**src/rtl/apalu_pkg.sv**
```systemverilog
/*
  Constants shared by the add and pointer datapath: register indices,
  command fields, flag positions and reset values.
  Assumes one 32-bit AHB-Lite word per register index.
*/
package apalu_pkg;
  // Register indices; byte address is four times the index
  localparam logic [11:0] IDX_WINDOW0  = 12'h600;
  localparam logic [11:0] IDX_WINDOW1  = 12'h601;
  localparam logic [11:0] IDX_FLAGS    = 12'h603;
  localparam logic [11:0] IDX_POINTER0 = 12'h604;
  localparam logic [11:0] IDX_POINTER1 = 12'h606;
  localparam logic [11:0] IDX_ACC      = 12'h609;
  localparam logic [11:0] IDX_COMMAND  = 12'h610;
  localparam logic [11:0] IDX_EXEC_STAT = 12'h611;
  localparam logic [11:0] IDX_FILE_TOP = 12'h07F;  // File array at indices 0..127
  localparam int          IDX_LSB      = 2;
  localparam int          IDX_MSB      = 13;

  // Flag bit positions
  localparam int FLAG_CARRY = 0;
  localparam int FLAG_HALF  = 1;
  localparam int FLAG_ZERO  = 2;

  // Command word fields
  localparam int CMD_OP_LSB   = 0;
  localparam int CMD_DEST     = 2;
  localparam int CMD_PTR_SEL  = 3;
  localparam int CMD_LIT_LSB  = 8;
  localparam int CMD_FILE_LSB = 16;

  // Indirect window addresses inside the 7-bit file space
  localparam logic [6:0]  FILE_WINDOW0 = 7'h00;
  localparam logic [6:0]  FILE_WINDOW1 = 7'h01;
  // Pointer values below this limit address the banked space
  localparam logic [15:0] BANKED_LIMIT = 16'h1000;

  localparam logic [7:0]  ACC_RESET   = 8'h00;
  localparam logic [15:0] PTR_RESET   = 16'h0000;
  localparam logic [2:0]  FLAGS_RESET = 3'h0;
  localparam logic [1:0]  CYCLES_ONE  = 2'h1;

  typedef enum logic [1:0] {
    OP_ADD_LIT_ACC  = 2'b00,
    OP_ADD_ACC_FILE = 2'b01,
    OP_ADD_LIT_PTR  = 2'b10,
    OP_PC_MODIFY    = 2'b11
  } apalu_op_e;
endpackage : apalu_pkg

```
**src/rtl/apalu_core.sv**
```systemverilog
/*
  Add and pointer datapath with its AHB-Lite register slave.
  Assumes a single AHB-Lite master issuing single word transfers;
  one instruction cycle equals one core_clk cycle.
*/
// Behaviour
// [RULE1] Pointer add sign-extends 6-bit literal, adds to chosen pointer, flags untouched.
// [RULE2] Pointer sum wraps modulo 65536, never saturates or flags.
// [RULE3] Literal add puts accumulator plus 8-bit literal into accumulator, updates flags.
// [RULE4] File add sums accumulator and file byte; dest bit picks accumulator or file.
// [RULE5] Program counter changes or true tests take two cycles, second idle.
// [RULE6] Window access with pointer top bit set costs one extra cycle.
// [RULE7] Window access goes through pointer; window-to-window reads zero, writes dropped.
// [RULE8] Carry from bit 7, half carry from bit 3, zero when result is zero.
`timescale 1ns/1ps
module apalu_core
  import apalu_pkg::*;
(
  input  wire logic        core_clk,
  input  wire logic        resetn,
  input  wire logic        hsel,
  input  wire logic [31:0] haddr,
  input  wire logic [1:0]  htrans,
  input  wire logic        hwrite,
  input  wire logic [2:0]  hsize,
  input  wire logic [31:0] hwdata,
  input  wire logic        hready,
  output logic      [31:0] hrdata,
  output logic             hreadyout,
  output logic             hresp,
  output logic             execBusy
);
  import apalu_pkg::*;

  logic [7:0]  acc;
  logic [2:0]  flags;
  logic [15:0] ptr0;
  logic [15:0] ptr1;
  logic [31:0] cmd;
  logic        go;
  logic [1:0]  busyCnt;
  logic [1:0]  lastCycles;
  logic [7:0]  fileMem [0:127];
  logic        dpWrite;
  logic [11:0] dpIdx;
  logic        rdWait;

  // Address phase decode; upper address bits must be zero to hit
  wire        addrTaken = hsel & hready & htrans[1];
  wire        addrHit   = (haddr[31:IDX_MSB+1] == '0);
  wire [11:0] busIdx    = haddr[IDX_MSB:IDX_LSB];

  // Data phase decode
  wire wrFile   = dpWrite & (dpIdx <= IDX_FILE_TOP);
  wire wrWin    = dpWrite & ((dpIdx == IDX_WINDOW0) | (dpIdx == IDX_WINDOW1));
  wire wrFlags  = dpWrite & (dpIdx == IDX_FLAGS);
  wire wrPtr0   = dpWrite & (dpIdx == IDX_POINTER0);
  wire wrPtr1   = dpWrite & (dpIdx == IDX_POINTER1);
  wire wrAcc    = dpWrite & (dpIdx == IDX_ACC);
  wire wrCmd    = dpWrite & (dpIdx == IDX_COMMAND) & ~execBusy;

  // Command fields
  wire [1:0]  opCode = cmd[CMD_OP_LSB +: 2];
  wire        dest   = cmd[CMD_DEST];
  wire        ptrSel = cmd[CMD_PTR_SEL];
  wire [7:0]  lit8   = cmd[CMD_LIT_LSB +: 8];
  wire [5:0]  lit6   = cmd[CMD_LIT_LSB +: 6];
  wire [6:0]  fAddr  = cmd[CMD_FILE_LSB +: 7];
  wire        opLit  = (opCode == OP_ADD_LIT_ACC);
  wire        opFile = (opCode == OP_ADD_ACC_FILE);
  wire        opPtr  = (opCode == OP_ADD_LIT_PTR);
  wire        opPc   = (opCode == OP_PC_MODIFY);

  // [RULE7] Window redirect through pointer
  wire        isWin    = (fAddr == FILE_WINDOW0) | (fAddr == FILE_WINDOW1);
  wire [15:0] winPtr   = fAddr[0] ? ptr1 : ptr0;
  wire        effIsWin = (winPtr < BANKED_LIMIT) & (winPtr[6:1] == FILE_WINDOW0[6:1]);
  wire [6:0]  effAddr  = isWin ? winPtr[6:0] : fAddr;
  wire        wrDrop   = isWin & effIsWin;
  wire [7:0]  fileRd   = wrDrop ? 8'h00 : fileMem[effAddr];

  // [RULE3] [RULE4] Operand select and sum
  wire [7:0]  addB  = opLit ? lit8 : fileRd;
  wire [8:0]  sum9  = {1'b0, acc} + {1'b0, addB};
  wire [4:0]  half5 = {1'b0, acc[3:0]} + {1'b0, addB[3:0]};
  wire        toAcc = opLit | (opFile & ~dest);
  wire        toMem = opFile & dest & ~wrDrop;

  // [RULE1] [RULE2] Sign extension; 16-bit sum drops the carry, so it wraps
  wire [15:0] ptrSel16 = ptrSel ? ptr1 : ptr0;
  wire [15:0] ptrSum   = ptrSel16 + {{10{lit6[5]}}, lit6};

  // [RULE5] [RULE6] Cycle cost of the instruction in flight
  wire        extra     = opFile & isWin & winPtr[15];
  wire [1:0]  cycles    = CYCLES_ONE + {1'b0, opPc} + {1'b0, extra};

  // Bus view of the indirect windows
  wire [15:0] busPtr   = dpIdx[0] ? ptr1 : ptr0;
  wire        busWinWin = (busPtr < BANKED_LIMIT) & (busPtr[6:1] == FILE_WINDOW0[6:1]);

  wire [7:0]  fileBus  = fileMem[dpIdx[6:0]];
  wire [7:0]  winBus   = busWinWin ? 8'h00 : fileMem[busPtr[6:0]];
  wire [31:0] rdMux =
      (dpIdx <= IDX_FILE_TOP)      ? {24'h00_0000, fileBus} :
      (dpIdx == IDX_WINDOW0)       ? {24'h00_0000, winBus} :
      (dpIdx == IDX_WINDOW1)       ? {24'h00_0000, winBus} :
      (dpIdx == IDX_FLAGS)         ? {29'h0, flags} :
      (dpIdx == IDX_POINTER0)      ? {16'h0000, ptr0} :
      (dpIdx == IDX_POINTER1)      ? {16'h0000, ptr1} :
      (dpIdx == IDX_ACC)           ? {24'h00_0000, acc} :
      (dpIdx == IDX_COMMAND)       ? cmd :
      (dpIdx == IDX_EXEC_STAT)     ? {28'h000_0000, lastCycles, 1'b0, execBusy} :
                                     32'h0000_0000;

  assign execBusy  = go | (busyCnt != 2'h0);
  assign hreadyout = ~rdWait;
  assign hresp     = 1'b0;

  // Bus phase tracking; reads get one wait state so hrdata is a flop
  always_ff @(posedge core_clk or negedge resetn) begin
    if (!resetn) begin
      dpWrite <= 1'b0;
      dpIdx   <= 12'h000;
      rdWait  <= 1'b0;
      hrdata  <= 32'h0000_0000;
    end else if (rdWait) begin
      rdWait <= 1'b0;
      hrdata <= rdMux;
    end else begin
      dpWrite <= addrTaken & hwrite & addrHit;
      rdWait  <= addrTaken & ~hwrite;
      dpIdx   <= addrHit ? busIdx : 12'hFFF;
    end
  end

  // Command launch; writes while busy are dropped
  always_ff @(posedge core_clk or negedge resetn) begin
    if (!resetn) begin
      cmd <= 32'h0000_0000;
      go  <= 1'b0;
    end else begin
      go <= wrCmd;
      if (wrCmd) begin
        cmd <= hwdata;
      end
    end
  end

  // [RULE5] [RULE6] Hold busy for the extra idle cycles
  always_ff @(posedge core_clk or negedge resetn) begin
    if (!resetn) begin
      busyCnt    <= 2'h0;
      lastCycles <= 2'h0;
    end else if (go) begin
      busyCnt    <= cycles - CYCLES_ONE;
      lastCycles <= cycles;
    end else if (busyCnt != 2'h0) begin
      busyCnt <= busyCnt - CYCLES_ONE;
    end
  end

  // [RULE3] [RULE4] Accumulator; execution beats a bus write
  always_ff @(posedge core_clk or negedge resetn) begin
    if (!resetn) begin
      acc <= ACC_RESET;
    end else if (go & toAcc) begin
      acc <= sum9[7:0];
    end else if (wrAcc) begin
      acc <= hwdata[7:0];
    end
  end

  // [RULE8] Flags follow every 8-bit add, pointer add leaves them
  always_ff @(posedge core_clk or negedge resetn) begin
    if (!resetn) begin
      flags <= FLAGS_RESET;
    end else if (go & (opLit | opFile)) begin
      flags[FLAG_CARRY] <= sum9[8];
      flags[FLAG_HALF]  <= half5[4];
      flags[FLAG_ZERO]  <= (sum9[7:0] == 8'h00);
    end else if (wrFlags) begin
      flags <= hwdata[2:0];
    end
  end

  // [RULE1] [RULE2] Pointer pair update
  always_ff @(posedge core_clk or negedge resetn) begin
    if (!resetn) begin
      ptr0 <= PTR_RESET;
      ptr1 <= PTR_RESET;
    end else begin
      if (go & opPtr & ~ptrSel) ptr0 <= ptrSum;
      else if (wrPtr0)          ptr0 <= hwdata[15:0];
      if (go & opPtr & ptrSel)  ptr1 <= ptrSum;
      else if (wrPtr1)          ptr1 <= hwdata[15:0];
    end
  end

  // [RULE7] File array; no reset since it models plain data memory
  always_ff @(posedge core_clk) begin
    if (go & toMem) begin
      fileMem[effAddr] <= sum9[7:0];
    end else if (wrFile) begin
      fileMem[dpIdx[6:0]] <= hwdata[7:0];
    end else if (wrWin & ~busWinWin) begin
      fileMem[busPtr[6:0]] <= hwdata[7:0];
    end
  end
endmodule : apalu_core

```
**config.mk**
```make
export PLATFORM = sky130hd
export DESIGN_NAME = apalu_core
export DESIGN_NICKNAME = d
export VERILOG_FILES = /design/src/rtl/apalu_pkg.sv /design/src/rtl/apalu_core.sv
export SDC_FILE = /design/constraint.sdc
export NUM_CORES = 2
export LEC_CHECK = 0
export BUFFER_PORTS_ARGS = -buffer_cell sky130_fd_sc_hd__buf_4
export CORE_MARGIN = 2
export CORE_UTILIZATION = 30
export DETAILED_ROUTE_END_ITERATION = 10
export SLEW_MARGIN = 10
export SYNTH_ARGS = -nofsm -noshare
export SYNTH_HDL_FRONTEND = slang
export SYNTH_SLANG_ARGS = --single-unit
```
**constraint.sdc**
```tcl
create_clock -name core_clk -period 13.67 [get_ports core_clk]
set_input_delay 2.0505 -clock core_clk [delete_from_list [all_inputs] [get_ports core_clk]]
set_output_delay 2.0505 -clock core_clk [all_outputs]
set_load 0.005 [all_outputs]
```
==> results.json <==
{
  "status": "finished clean",
  "fp.coreArea_mm2": 0.219,
  "slowest_stage": "buf_4",
  "max_freq_mhz": 113,
  "cts_resized": 0,
  "synthTopCellsByArea": "edfxtp_1, mux4_2, nand2_1",
  "drt_iter0_markers": 9824,
  "layout-drive-gt1-share_pct": 18.5,
  "synth_area_mm2": 0.0661,
  "critPathKind": "flop to flop",
  "worstSkewPairLatency_ps": 810,
  "finClkSkew_ps": 33.6,
  "rsz0062_at_grt": "false",
  "slowest_delay_ps": 800,
  "die_w_um": 473,
  "synth_top_flop_cell": "edfxtp_1",
  "post-synth-top-count-cell": "nand2_1",
  "wl_per_cell_um": 31.5,
  "drc": 0,
  "rr_worst_depth": 21,
  "synth_common_cells": "nand2_1, edfxtp_1, nand3_1",
  "vias": 54420,
  "crit_family": "simple AND/OR/NAND/NOR gates",
  "min_period_ps": 8840,
  "pre_cts_slack_ps": 5030,
  "cp.depth": 21,
  "seq_area_frac_synth_pct": 51.3,
  "timing.rr.start": "cmd[17]",
  "overflow": 0,
  "track_usage_pct": 23.5,
  "cts_buffers": 133,
  "die_area_mm2": 0.224,
  "tns_ps": 0,
  "yosys_warnings": 0,
  "netlist.top_cell.by_area": "edfxtp_1",
  "ios": 109,
  "grt_pass1_vias": 50871,
  "clock-sinks": 1150,
  "finalPower_mw": 7.45,
  "arrival_ps": 9310,
  "area_delta_synth_final_pct": 13.3,
  "cellLeakagePower_nw": 26.3,
  "antenna_found_initial": 18,
  "vias_per_cell": 6.31,
  "seq_power_share_pct": 50.8,
  "drtAntennaViolNets": 0,
  "cellPowerDensity_mw_per_mm2": 99.6,
  "synth_top_area_share_pct": 46.5,
  "drv_slew": 0,
  "combPwrFrac_pct": 0.6,
  "postCtsHoldBufs": 0,
  "cts_max_path_buffers": 3,
  "postCtsSetupRepairBufs": 0,
  "portBuffers": 101,
  "fin_crit_sh_pct": 64.7,
  "critical_path_buf_inv_count": 5,
  "required_ps": 14140,
  "dp_hpwl_um": 175000,
  "clkPwrFrac_pct": 48.7,
  "synth_seq_cells": 1150,
  "path_cells": "or4_4 -> or4_2 -> buf_4 -> nand2_8 -> buf_4 -> a211oi_1 -> a31oi_1 -> o22ai_1 -> or4_1 -> a41oi_1 -> ha_1 -> inv_1 -> fa_1 -> inv_1 -> a21oi_1 -> o21bai_1 -> a21o_1 -> a21o_1 -> xor2_1 -> mux2_4 -> buf_4",
  "initial_utilization_pct": 30.1,
  "nets": 5747,
  "cts.clk_slew.worst_paths_ps": 50,
  "worstHoldStart": "cmd[28]",
  "setup_violations": 0,
  "synth_cell_types": 87,
  "grt_pass1_wl_um": 382000,
  "drv_cap": 0,
  "path_common_cell": "buf_4",
  "avgSynthCellArea_um2": 11.7,
  "ir_drop_v": 0.000121,
  "routed_wl_um": 272000,
  "cts_tree": "built",
  "slew_headroom_pct": 5.13,
  "crit_path_end_kind": "flop",
  "fp.dieH_um": 473,
  "worst_pin_slew_ps": 1390,
  "min_path_type": "flop to flop",
  "crit_fanout": 65,
  "swShare_pct": 20.8,
  "cts-root-buf": "clkbuf_16",
  "p_switching_mw": 1.55,
  "final_hold_viol_count": 0,
  "startpoint": "cmd[17]",
  "synth_edf_count": 1024,
  "htreeDepth": 4,
  "async_flop_share_pct": 11.0,
  "place_congestion": 0.970,
  "syn-num-nets": 5750,
  "finalWorstSetupSlack_ps": 4830,
  "grt_max_degree": 138,
  "intPower_mw": 5.90,
  "row_count": 172,
  "critPathLaunchType": "flop",
  "holdPathStages": 1,
  "firstDrtPassIters": 9,
  "syn_inst": 5649
}
==> metrics by stage <==
step | utilization (%) | instances | hold WS [ps] | cell area [um2]
final | 34.1 | 8629 | 483 | 74900
after floorplan | - | 5649 | 462 | 66100
after detailed placement | 32.2 | 8382 | 473 | 70500
after global routing | 34.1 | 8623 | 505 | 74900
after global placement | 32.2 | 8382 | 470 | 70500
after CTS | 34.1 | 8622 | 486 | 74900
==> power by group through the flow <==
| stage | logic, mW | registers, mW | clock network, mW |
|---|---|---|---|
| 5_1_grt | 0.0454 | 3.78 | 3.78 |
| 3_5_place_dp | 0.0424 | 3.86 | 0 |
| 2_1_floorplan | 0.00652 | 3.85 | 0 |
| 3_3_place_gp | 0.0420 | 3.86 | 0 |
| 4_1_cts | 0.0424 | 3.78 | 3.64 |
| 6_report | 0.0420 | 3.79 | 3.63 |
==> cell families (layout without fill, tap and decap cells) <==
logic type	Yosys count	after routing	synth area share [%]
AND/OR/NAND/NOR	2348	2348	15.4
buffers and inverters	480	582	3.21
other	1	8	0.00568
XOR/XNOR	20	20	0.265
multiplexers	807	807	20.6
flip-flops	1150	1150	51.3
adder cells (fa/ha/maj)	27	27	0.534
AO/OA/AOI/OAI	816	816	8.68
==> sequential cells by signal, summed over array words and instances (netlist names) <==
name	count
busyCnt	2
dpWrite	1
go	1
dpIdx	12
flags	3
fileMem	1024
hrdata	32
lastCycles	2
cmd	32
rdWait	1
ptr0	16
ptr1	16
acc	8
==> path summary, 6_finish.rpt <==
check / to / slack, ps
max reg2reg: fileMem[15][6] / 4830
min: hrdata[28] / 480
max: fileMem[15][6] / 4830
min in group asynchronous: cmd[10] / 1220
max in group asynchronous: dpIdx[3] / 11010
min reg2reg: hrdata[28] / 480
==> worst register-to-register path, cell delays in order (launching register included) <==
cell and delay (ps):
dfrtp_1 480, or4_4 690, or4_2 570, buf_4 280
nand2_8 510, buf_4 810, a211oi_1 250, a31oi_1 190
o22ai_1 140, or4_1 780, a41oi_1 520, ha_1 270
inv_1 60, fa_1 440, inv_1 80, a21oi_1 60
o21bai_1 290, a21o_1 180, a21o_1 140, xor2_1 260
mux2_4 670, buf_4 720
==> placed cells by master, fill, tap and decap left out, drive strengths merged, types with 15 or more instances in the layout <==
master   synthesis  routed
mux2i          301     301
o21ai           72      72
o32ai           15      15
o221ai          23      23
a221oi          29      29
or4             16      16
a2111oi         15      15
edfxtp        1024    1024
and3            98      98
ha              25      25
dfrtp          126     126
a21oi          208     208
mux4           430     430
clkinv           2      57
mux2            76      76
nor3            49      49
nand2         1324    1324
o22ai           32      32
nand3          527     527
a22o            33      33
nor2           228     228
o22a            15      15
nor4            30      30
buf            204     317
a22oi           39      39
inv             23      30
a211oi          61      61
a31oi           74      74
nand4           15      15
a311oi          66      66
clkbuf         251     161
==> routing by layer <==
metal | up-vias | GRT usage (%) | share of wire (%)
li1 | 21827 | - | -
met1 | 27025 | 29.5 | 35
met2 | 4578 | 35.0 | 43
met3 | 970 | 7.75 | 14
met4 | 20 | 14.5 | 7.6
met5 | - | 0 | 0.050
==> area by class of cell <==
class / count / area, um2
inverters: 25 / 93.8
multi-input cells: 4019 / 30400
flip-flops and latches: 1150 / 33900
fillers: 21168 / 144000
repair buffers: 317 / 2540
diodes: 7 / 17.5
clock inverters: 79 / 791
clock buffers: 161 / 3560
well taps: 2871 / 3590
Power figures use the tool's default switching activity.
